### src/include/ioexp_pkg.sv
// constants shared by the dual-bank i/o expander design
`default_nettype none
package ioexp_pkg;
  // command codes
  localparam logic [7:0] CMD_NORMAL_OUT = 8'h00;
  localparam logic [7:0] CMD_NORMAL_RISE = 8'h01;
  localparam logic [7:0] CMD_NORMAL_FALL = 8'h02;
  localparam logic [7:0] CMD_SUSPEND_OUT = 8'h03;
  localparam logic [7:0] CMD_SUSPEND_RISE = 8'h04;
  localparam logic [7:0] CMD_SUSPEND_FALL = 8'h05;
  localparam logic [7:0] CMD_PIN_LEVEL = 8'h06;
  localparam logic [7:0] CMD_ADDR_RESAMPLE = 8'h07;
  localparam logic [7:0] CMD_SW_RESET = 8'h08;
  localparam logic [7:0] CMD_MAKER_ID = 8'hfe;
  // register file indices
  localparam logic [2:0] IDX_NORMAL_OUT = 3'h0;
  localparam logic [2:0] IDX_NORMAL_RISE = 3'h1;
  localparam logic [2:0] IDX_NORMAL_FALL = 3'h2;
  localparam logic [2:0] IDX_SUSPEND_OUT = 3'h3;
  localparam logic [2:0] IDX_SUSPEND_RISE = 3'h4;
  localparam logic [2:0] IDX_SUSPEND_FALL = 3'h5;
  localparam logic [2:0] IDX_NONE = 3'h7;
  localparam int NUM_REGS = 6;
  // values after reset
  localparam logic [7:0] MASK_RST = 8'hff;
  localparam logic [7:0] OUT_RST_NCHAN = 8'h00;
  localparam logic [7:0] OUT_RST_PCHAN = 8'hff;
  // alert response address, 7-bit form of 0x19 with read bit
  localparam logic [6:0] ALERT_RESP_ADDR = 7'h0c;
  localparam logic [6:0] SLAVE_ADDR_BASE = 7'h20;
  localparam logic [3:0] BITS_PER_BYTE = 4'h8;
  localparam logic [1:0] ADDR_SAMPLE_DELAY = 2'h3;
endpackage
`default_nettype wire

### src/logic/pin_edge_detect.sv
// pin synchroniser and per-pin edge finder
`default_nettype none
module pin_edge_detect #(
  parameter int WIDTH = 8
) (
  // clock and reset
  input wire logic mclk,
  input wire logic rstN,
  // raw pins
  input wire logic [WIDTH-1:0] pinRaw,
  // synchronised level and edges
  output logic [WIDTH-1:0] pinLevel,
  output logic [WIDTH-1:0] riseEv,
  output logic [WIDTH-1:0] fallEv
);
  logic [WIDTH-1:0] stage1;
  logic [WIDTH-1:0] prevLevel;
  logic [2:0] warm;

  // two flops before any logic, then one more to compare against
  always_ff @(posedge mclk or negedge rstN) begin
    if (!rstN) begin
      stage1 <= '0;
      pinLevel <= '0;
      prevLevel <= '0;
      warm <= 3'h0;
    end else begin
      warm <= {warm[1:0], 1'b1};
      stage1 <= pinRaw;
      pinLevel <= stage1;
      prevLevel <= pinLevel;
    end
  end

  // edges are found before any masking
  // none until the history is full: the pins' idle level is unknown at reset
  always_ff @(posedge mclk or negedge rstN) begin
    if (!rstN) begin
      riseEv <= '0;
      fallEv <= '0;
    end else begin
      riseEv <= pinLevel & ~prevLevel & {WIDTH{warm[2]}};
      fallEv <= ~pinLevel & prevLevel & {WIDTH{warm[2]}};
    end
  end
endmodule
`default_nettype wire

### src/logic/smbus_io_expander.sv
// smbus slave i/o expander with normal and suspend register banks
`default_nettype none
module smbus_io_expander import ioexp_pkg::*; #(
  parameter int WIDTH = 8,
  parameter bit PCHAN_VARIANT = 1'b0,
  parameter logic [7:0] MAKER_ID = 8'h5a // arbitrary neutral value
) (
  // clock and reset
  input wire logic mclk,
  input wire logic resetn,
  // smbus pins, open drain
  input wire logic sclIn,
  input wire logic sdaIn,
  output logic sdaOut,
  output logic sdaOe,
  // expander pins, open drain
  input wire logic [WIDTH-1:0] ioIn,
  output logic [WIDTH-1:0] ioOut,
  output logic [WIDTH-1:0] ioOe,
  // control pins
  input wire logic bank_select_suspend_n,
  input wire logic [2:0] addrSelect,
  input wire logic thermalShutdown,
  // alert, active low
  output logic alertN
);
  typedef enum logic [3:0] {
    ST_IDLE, ST_ADDR, ST_ADDR_ACK, ST_CMD, ST_CMD_ACK,
    ST_DATA, ST_DATA_ACK, ST_TX, ST_TX_ACK, ST_SKIP
  } bus_state_e;

  localparam logic [7:0] OUT_RST = PCHAN_VARIANT ? OUT_RST_PCHAN : OUT_RST_NCHAN;

  // reset synchroniser
  logic rstQ1;
  logic rstN;
  always_ff @(posedge mclk or negedge resetn) begin
    if (!resetn) begin
      rstQ1 <= 1'b0;
      rstN <= 1'b0;
    end else begin
      rstQ1 <= 1'b1;
      rstN <= rstQ1;
    end
  end

  // pin synchronisers: first stage read only by the second
  logic sclQ1, sclQ2, sclQ3, sdaQ1, sdaQ2, sdaQ3;
  logic suspQ1, suspSync, thermQ1, thermSync;
  logic [2:0] addrQ1, addrQ2;
  always_ff @(posedge mclk or negedge rstN) begin
    if (!rstN) begin
      {sclQ1, sclQ2, sclQ3} <= 3'h7;
      {sdaQ1, sdaQ2, sdaQ3} <= 3'h7;
      {suspQ1, suspSync} <= 2'h3;
      {thermQ1, thermSync} <= 2'h0;
      addrQ1 <= 3'h0;
      addrQ2 <= 3'h0;
    end else begin
      {sclQ1, sclQ2, sclQ3} <= {sclIn, sclQ1, sclQ2};
      {sdaQ1, sdaQ2, sdaQ3} <= {sdaIn, sdaQ1, sdaQ2};
      {suspQ1, suspSync} <= {bank_select_suspend_n, suspQ1};
      {thermQ1, thermSync} <= {thermalShutdown, thermQ1};
      addrQ1 <= addrSelect;
      addrQ2 <= addrQ1;
    end
  end

  // bus conditions, all from the second stage onward
  wire sclRise = sclQ2 & ~sclQ3;
  wire sclFall = ~sclQ2 & sclQ3;
  wire startCond = sclQ2 & sclQ3 & sdaQ3 & ~sdaQ2;
  wire stopCond = sclQ2 & sclQ3 & ~sdaQ3 & sdaQ2;

  // pin edges
  logic [WIDTH-1:0] pinLevel, riseEv, fallEv;
  pin_edge_detect #(.WIDTH(WIDTH)) edges (
    .mclk(mclk),
    .rstN(rstN),
    .pinRaw(ioIn),
    .pinLevel(pinLevel),
    .riseEv(riseEv),
    .fallEv(fallEv)
  );

  // register file storage
  logic [7:0] regs [NUM_REGS];
  bus_state_e state;
  logic [3:0] bitCnt;
  logic [7:0] shiftIn, txShift, cmdByte, pointer;
  logic isRead, araMode, cmdHeld, alertPending;
  logic [6:0] slaveAddr;
  logic [1:0] initCnt;

  // write decode: one-shot and id codes land in normal output state; pin level and unknown codes go nowhere
  function automatic logic [2:0] writeIndex(input logic [7:0] cmd);
    if (cmd <= CMD_SUSPEND_FALL)
      return cmd[2:0];
    else if (cmd == CMD_ADDR_RESAMPLE || cmd == CMD_SW_RESET || cmd == CMD_MAKER_ID)
      return IDX_NORMAL_OUT;
    else
      return IDX_NONE;
  endfunction

  // read decode
  function automatic logic [7:0] readValue(input logic [7:0] cmd);
    if (cmd <= CMD_SUSPEND_FALL)
      return regs[cmd[2:0]];
    else if (cmd == CMD_PIN_LEVEL)
      return pinLevel;
    else if (cmd == CMD_MAKER_ID)
      return MAKER_ID;
    else
      return 8'h00;
  endfunction

  // transaction events
  wire byteDone = sclFall && (bitCnt == BITS_PER_BYTE);
  wire addrHit = (shiftIn[7:1] == slaveAddr);
  wire araHit = (shiftIn[7:1] == ALERT_RESP_ADDR) && shiftIn[0] && alertPending;
  wire writeEv = (state == ST_DATA) && byteDone && !startCond && !stopCond;
  wire cmdEv = (state == ST_CMD) && byteDone && !startCond && !stopCond;
  wire cmdClose = cmdHeld && (startCond || stopCond || writeEv);
  wire resampleEv = cmdClose && (cmdByte == CMD_ADDR_RESAMPLE || cmdByte == CMD_SW_RESET);
  wire swResetEv = cmdClose && (cmdByte == CMD_SW_RESET);
  wire araDone = (state == ST_TX) && byteDone && araMode;
  wire arbLost = (state == ST_TX) && sclRise && !sdaOe && !sdaQ2;
  wire [2:0] wrIdx = writeIndex(cmdByte);
  wire [7:0] txLoad = araMode ? {slaveAddr, 1'b0} : readValue(pointer);

  // bank selection tracks the pin, never the bus
  wire [7:0] activeState = suspSync ? regs[IDX_NORMAL_OUT] : regs[IDX_SUSPEND_OUT];
  wire [7:0] riseMask = regs[IDX_NORMAL_RISE];
  wire [7:0] fallMask = suspSync ? regs[IDX_NORMAL_FALL] : regs[IDX_SUSPEND_FALL];
  wire pinAlert = |(riseEv & ~riseMask) | |(fallEv & ~fallMask);
  wire clearEv = araDone | swResetEv;
  wire next_pending = (alertPending & ~clearEv) | pinAlert | thermSync;

  // bit-level slave engine
  always_ff @(posedge mclk or negedge rstN) begin
    if (!rstN) begin
      state <= ST_IDLE;
      bitCnt <= 4'h0;
      shiftIn <= 8'h00;
      txShift <= 8'h00;
      isRead <= 1'b0;
      araMode <= 1'b0;
      sdaOe <= 1'b0;
    end else if (startCond) begin
      state <= ST_ADDR;
      bitCnt <= 4'h0;
      sdaOe <= 1'b0;
    end else if (stopCond) begin
      state <= ST_IDLE;
      sdaOe <= 1'b0;
    end else begin
      case (state)
        ST_ADDR, ST_CMD, ST_DATA: begin
          if (sclRise) begin
            shiftIn <= {shiftIn[6:0], sdaQ2};
            bitCnt <= bitCnt + 4'h1;
          end else if (byteDone) begin
            bitCnt <= 4'h0;
            sdaOe <= 1'b1;
            if (state == ST_ADDR) begin
              isRead <= shiftIn[0];
              araMode <= araHit;
              state <= (addrHit || araHit) ? ST_ADDR_ACK : ST_SKIP;
              sdaOe <= addrHit || araHit;
            end else begin
              state <= (state == ST_CMD) ? ST_CMD_ACK : ST_DATA_ACK;
            end
          end
        end
        ST_ADDR_ACK: begin
          if (sclFall && isRead) begin
            state <= ST_TX;
            txShift <= txLoad;
            sdaOe <= ~txLoad[7];
          end else if (sclFall) begin
            state <= ST_CMD;
            sdaOe <= 1'b0;
          end
        end
        ST_CMD_ACK: begin
          if (sclFall) begin
            state <= ST_DATA;
            sdaOe <= 1'b0;
          end
        end
        ST_TX: begin
          if (arbLost) begin
            state <= ST_SKIP;
          end else if (sclRise) begin
            bitCnt <= bitCnt + 4'h1;
          end else if (byteDone) begin
            state <= ST_TX_ACK;
            sdaOe <= 1'b0;
          end else if (sclFall) begin
            txShift <= {txShift[6:0], 1'b0};
            sdaOe <= ~txShift[6];
          end
        end
        ST_DATA_ACK, ST_TX_ACK: begin
          // one byte per transaction; later bytes are not acknowledged
          if (sclFall) begin
            state <= ST_SKIP;
            sdaOe <= 1'b0;
          end
        end
        ST_IDLE, ST_SKIP: begin
          sdaOe <= 1'b0;
        end
        default: begin
          state <= ST_IDLE;
          sdaOe <= 1'b0;
        end
      endcase
    end
  end

  // command held until the transaction shows its form
  always_ff @(posedge mclk or negedge rstN) begin
    if (!rstN) begin
      cmdByte <= 8'h00;
      cmdHeld <= 1'b0;
      pointer <= 8'h00;
    end else begin
      if (cmdEv) begin
        cmdByte <= shiftIn;
        cmdHeld <= 1'b1;
      end else if (cmdClose) begin
        cmdHeld <= 1'b0;
      end
      if (cmdHeld && (startCond || writeEv))
        pointer <= cmdByte;
    end
  end

  // register file; alert response reads touch none of it, a data byte beats a soft reset
  genvar i;
  generate
    for (i = 0; i < NUM_REGS; i++) begin : g_reg
      localparam logic [7:0] RST_VAL = (i == 0 || i == 3) ? OUT_RST : MASK_RST;
      always_ff @(posedge mclk or negedge rstN) begin
        if (!rstN)
          regs[i] <= RST_VAL;
        else if (writeEv && wrIdx == 3'(i))
          regs[i] <= shiftIn;
        else if (swResetEv)
          regs[i] <= RST_VAL;
      end
    end
  endgenerate

  // slave address taken shortly after release and by resample commands
  always_ff @(posedge mclk or negedge rstN) begin
    if (!rstN) begin
      initCnt <= ADDR_SAMPLE_DELAY;
      slaveAddr <= SLAVE_ADDR_BASE;
    end else begin
      if (initCnt != 2'h0)
        initCnt <= initCnt - 2'h1;
      if (initCnt == 2'h1 || resampleEv)
        slaveAddr <= SLAVE_ADDR_BASE + {4'h0, addrQ2};
    end
  end

  // pins and alert, all registered; thermal shutdown releases every expander pin
  always_ff @(posedge mclk or negedge rstN) begin
    if (!rstN) begin
      alertPending <= 1'b0;
      alertN <= 1'b1;
      ioOe <= ~OUT_RST;
      ioOut <= '0;
      sdaOut <= 1'b0;
    end else begin
      alertPending <= next_pending;
      alertN <= ~next_pending;
      ioOe <= ~activeState & {WIDTH{~thermSync}};
      ioOut <= '0;
      sdaOut <= 1'b0;
    end
  end

  // checks
  property p_pin_drive;
    @(posedge mclk) disable iff (!rstN)
    !thermSync |=> ioOe == ~$past(activeState);
  endproperty
  a_pin_drive: assert property (p_pin_drive) else $error("pin drive mismatch");

  property p_reset_vals;
    @(posedge mclk) $rose(rstN) |-> regs[1] == MASK_RST && regs[5] == MASK_RST
      && regs[0] == OUT_RST;
  endproperty
  a_reset_vals: assert property (p_reset_vals) else $error("bad reset value");

  property p_bank_sel;
    @(posedge mclk) disable iff (!rstN)
    !suspSync && !thermSync |=> ioOe == ~$past(regs[IDX_SUSPEND_OUT]);
  endproperty
  a_bank_sel: assert property (p_bank_sel) else $error("suspend bank unused");

  property p_thermal;
    @(posedge mclk) disable iff (!rstN)
    thermSync |=> !alertN && ioOe == '0;
  endproperty
  a_thermal: assert property (p_thermal) else $error("thermal alert missing");

  property p_rise_alert;
    @(posedge mclk) disable iff (!rstN)
    |(riseEv & ~regs[IDX_NORMAL_RISE]) |=> !alertN [*2];
  endproperty
  a_rise_alert: assert property (p_rise_alert) else $error("edge alert missing");

  property p_hold;
    @(posedge mclk) disable iff (!rstN)
    alertPending && !araDone && !swResetEv |=> alertPending;
  endproperty
  a_hold: assert property (p_hold) else $error("alert cleared early");

  property p_keep_regs;
    @(posedge mclk) disable iff (!rstN)
    araDone && !pinAlert && !thermSync
      |=> $stable(regs[0]) && $stable(regs[2]) && !alertPending;
  endproperty
  a_keep_regs: assert property (p_keep_regs) else $error("clear changed regs");

  property p_ack_low;
    @(posedge mclk) disable iff (!rstN)
    state == ST_CMD_ACK && $past(state) == ST_CMD |-> sdaOe && !sdaOut;
  endproperty
  a_ack_low: assert property (p_ack_low) else $error("ack not driven low");

  property p_arb;
    @(posedge mclk) disable iff (!rstN)
    arbLost |=> state == ST_SKIP && !sdaOe ##1 alertPending;
  endproperty
  a_arb: assert property (p_arb) else $error("arbitration loss mishandled");

  c_ara: cover property (@(posedge mclk) disable iff (!rstN) araDone);
  c_write: cover property (@(posedge mclk) disable iff (!rstN) writeEv);
  c_sw_reset: cover property (@(posedge mclk) disable iff (!rstN) swResetEv);
endmodule
`default_nettype wire

### config.mk
export PLATFORM = sky130hd
export DESIGN_NAME = smbus_io_expander
export DESIGN_NICKNAME = d
export VERILOG_FILES = /design/src/include/ioexp_pkg.sv /design/src/logic/pin_edge_detect.sv /design/src/logic/smbus_io_expander.sv
export SDC_FILE = /design/constraint.sdc
export NUM_CORES = 1
export LEC_CHECK = 0
export BUFFER_PORTS_ARGS = -buffer_cell sky130_fd_sc_hd__buf_4
export CELL_PAD_IN_SITES_DETAIL_PLACEMENT = 1
export CELL_PAD_IN_SITES_GLOBAL_PLACEMENT = 2
export CORE_ASPECT_RATIO = 0.6
export CORE_MARGIN = 5
export CORE_UTILIZATION = 42
export CTS_CLUSTER_DIAMETER = 120
export DETAILED_ROUTE_END_ITERATION = 10
export MAX_ROUTING_LAYER = met4
export PLACE_DENSITY = 0.82
export SYNTH_ARGS = -nofsm -noshare
export SYNTH_HDL_FRONTEND = slang
export SYNTH_HIERARCHICAL = 1
export SYNTH_SLANG_ARGS = --single-unit
### constraint.sdc
create_clock -name mclk -period 6.61 [get_ports mclk]
set_input_delay 1.322 -clock mclk [delete_from_list [all_inputs] [get_ports mclk]]
set_output_delay 1.322 -clock mclk [all_outputs]
set_load 0.01 [all_outputs]
==> results.cfg <==
[status]
outcome = completed

[layout]
nFillCells = 1814
area_delta_synth_final_pct = 13.06
num_antenna_cells = 0
drive_gt1_share_pct = 23.36
area.sequential_um2 = 4247
instances_no_fill = 889
multiInputGateArea_um2 = 2809
final_nets = 663
final_cell_area_um2 = 8297
postLayoutCoreUtil_pct = 48.44

[cts]
post_cts_buffers = 0
cts-buffers-inserted = 17
htree_levels = 4
clk_latency_ps = 430
ctsResizeCount = 0
cts_hold_buf = 0
clkTransAtPathRegs_ps = 70
clockBufferDepth = 2
clock_sinks = 167
cts_root_buffer = clkbuf_16
cts_tree = done

[critical_path]
crit_type = register to register
r2r_cells = 5
critPathMaxStageDelay_ps = 960
worstPathMaxFanout = 16
cpMaxStageDelayCell = o21ai_0
rr_startpoint = state[3]$_DFFE_PN0P_
r2r-end = txShift[5]$_DFFE_PN0P_
cp_data_arrival_time_ps = 3060
crit_start = state[3]$_DFFE_PN0P_
crit_required_ps = 6920
crit_chain = nor2b_1 > nand3_1 > nor2_1 > o21ai_0 > mux2_2
cp-end-kind = register
worstSetupEndpoint = txShift[5]$_DFFE_PN0P_
start_kind = register
reg2reg_slack_ps = 3860

[sta]
skew_ps = 9.431
rsz0062_at_grt = false
hold_violations = 0
relSlewSlack_pct = 16.68
period_share_pct = 41.55
final-max-slew-violation-count = 0
finalSetupViolations = 0
finalWorstSetupSlack_ps = 3863
worstMarginPinSlew_ps = 1237
min_period_ps = 2747
fmax_mhz = 364.1
fin_tns_setup_ps = 0

[yosys]
synth_top_cell_by_area = dfrtp_1
ys_ff_latch = 167
synth_enable_flop_cells = 0
syn_area_um2 = 7338
ys_types = 73
synth_flop_cell = dfrtp_1
yosysWarningCount = 6
synth_area_leaders = dfrtp_1 40%, dfstp_2 18%, o22a_1 3.8%
avgSynthCellArea_um2 = 11.74
yosysTopAreaCellShare_pct = 39.56
async_flop_share_pct = 100.0
yosysSeqAreaShare_pct = 57.82
syn_inst = 625

[worst_hold_path]
hold_path.class = register to register

[floorplan]
placeableCoreArea_um2 = 17130
die_h_um = 112.4
initial_core_util_pct = 42.84
ioPinCount = 36
rows = 37
die_w_um = 180.6
die-area_um2 = 20300

[placement]
io_buffers = 26
post-place-ws_ps = 3948
dpl.hpwl_um = 15650
finalWeightedCongestion = 0.9215
dpl.cell_count = 857
place_area_um2 = 7682

[detailed_routing]
routed_wl_um = 21820
route.detailed.drc = 0
vias_per_cell = 5.933
dr.pass1.iters = 5
vias = 5274
ant_nets = 0
drtIter0Drc = 494
post_drt_wl_per_cell_um = 24.54

[job]
cap_violations = 0

[pwr]
pwr_density_cell_nw_per_um2 = 318.2
total_leakage_power_nw = 3.561
vdd_ir_drop_max_uv = 198.9

[global_route]
antenna_found_initial = 0
grt-ovfl-total = 0
first_global_vias = 5530
grt_max_degree = 58
grt_usage_pct = 23.11
grt_pass1_wl_um = 34580
[power breakdown]
group	internal, mW	switching, mW	leakage [nW]
Clock	0.611	0.435	0.300
Sequential	1.09	0.167	2.03
Combinational	0.124	0.211	1.23
Total	1.83	0.813	3.56
[final cells by class]
class | instances | area share, %
Tap cell | 234 | 3.529
Inverter | 31 | 1.403
Sequential cell | 167 | 51.18
Timing Repair Buffer | 29 | 2.624
Clock inverter | 13 | 2.066
Multi-Input combinational cell | 396 | 33.86
Clock buffer | 19 | 5.339
[critical path, delay by kind of cell (launching register included)]
family             cells  cell delay, ps
AOI/OAI and AO/OA      1             960
DFF                    1             650
and+or+nand+nor        3             580
muxes                  1             430
[logic make-up after synthesis]
family	Yosys count	synth area share (%)
AND/OR/NAND/NOR	176	13.93
flip-flops	167	57.82
AO/OA/AOI/OAI	151	14.46
buffers and inverters	70	4.314
multiplexers	46	7.690
XOR/XNOR	8	0.9549
adder cells (fa/ha/maj)	4	0.6820
other	3	0.1534
[synth_stat cells (2+ instances only)]
master	number
a2111oi_0	2
a211oi_1	9
a21oi_1	10
a221oi_1	2
a22o_1	10
a31oi_1	3
and2_1	6
and3_1	5
and3b_1	12
and3b_2	6
buf_1	4
buf_2	10
buf_4	9
clkbuf_1	15
conb_1	3
dfrtp_1	116
dfstp_2	51
ha_1	4
inv_1	31
mux2_2	13
mux2i_1	26
mux4_2	7
nand2_1	66
nand2b_1	3
nand3_1	8
nand3b_1	4
nand4_1	4
nand4_2	2
nor2_1	15
nor2b_1	14
nor3_1	9
nor4_1	3
o211ai_1	7
o21ai_0	44
o22a_1	32
o22ai_1	10
o2bb2ai_1	3
o31ai_1	3
o41ai_1	2
or2_2	2
or3_1	2
xnor2_1	6
xor2_1	2
[how the worst min path moves through the flow]
stage / slack, ps / from / cells past startpoint / endpoint
2_1_floorplan: 330 / addrQ1[0]$_DFF_PN0_ / 0 / addrQ2[0]$_DFF_PN0_
3_3_place_gp: 330 / edges/warm[1]$_DFF_PN0_ / 0 / edges/warm[2]$_DFF_PN0_
3_5_place_dp: 340 / edges/stage1[3]$_DFF_PN0_ / 0 / edges/pinLevel[3]$_DFF_PN0_
4_1_cts: 350 / edges/stage1[7]$_DFF_PN0_ / 0 / edges/pinLevel[7]$_DFF_PN0_
5_1_grt: 350 / edges/stage1[5]$_DFF_PN0_ / 0 / edges/pinLevel[5]$_DFF_PN0_
6_report: 350 / edges/stage1[7]$_DFF_PN0_ / 0 / edges/pinLevel[7]$_DFF_PN0_
[registers in the layout, indices dropped and copies added, names as in the netlist, 2 cells and up]
register         cells
edges/riseEv         8
edges/fallEv         8
edges/pinLevel       8
edges/stage1         8
pointer              8
txShift              7
riseMask             8
ioOe                 8
edges/warm           3
initCnt              2
shiftIn              8
addrQ1               3
edges/prevLevel      8
addrQ2               3
state                4
slaveAddr            3
bitCnt               4
regs                40
cmdByte              8
[cell usage in the layout, fill, tap and decap left out, types with 15 or more instances in the layout]
cell	n
buf_4	29
o21ai_0	44
nor2_1	15
clkbuf_16	17
nand2_1	66
mux2i_1	26
dfstp_2	51
o22a_1	32
dfrtp_1	115
inv_1	31
[metrics by stage]
stage / power [mW] / hold slack (ps)
finish: 2.640 / 348.7
global placement: 1.578 / 332.8
detailed placement: 1.600 / 336.3
CTS: 2.646 / 349.6
global route: 2.753 / 354.5
floorplan: 1.436 / 331.2
[metal layers]
layer	vias to the layer above	global-route usage (%)	routed length (um)
met2	230	30.14	8879
met4	0	4.230	210
met5	-	-	0
met3	18	7.966	2127
li1	2271	-	-
met1	2755	34.83	10600
Power figures use the tool's default switching activity.
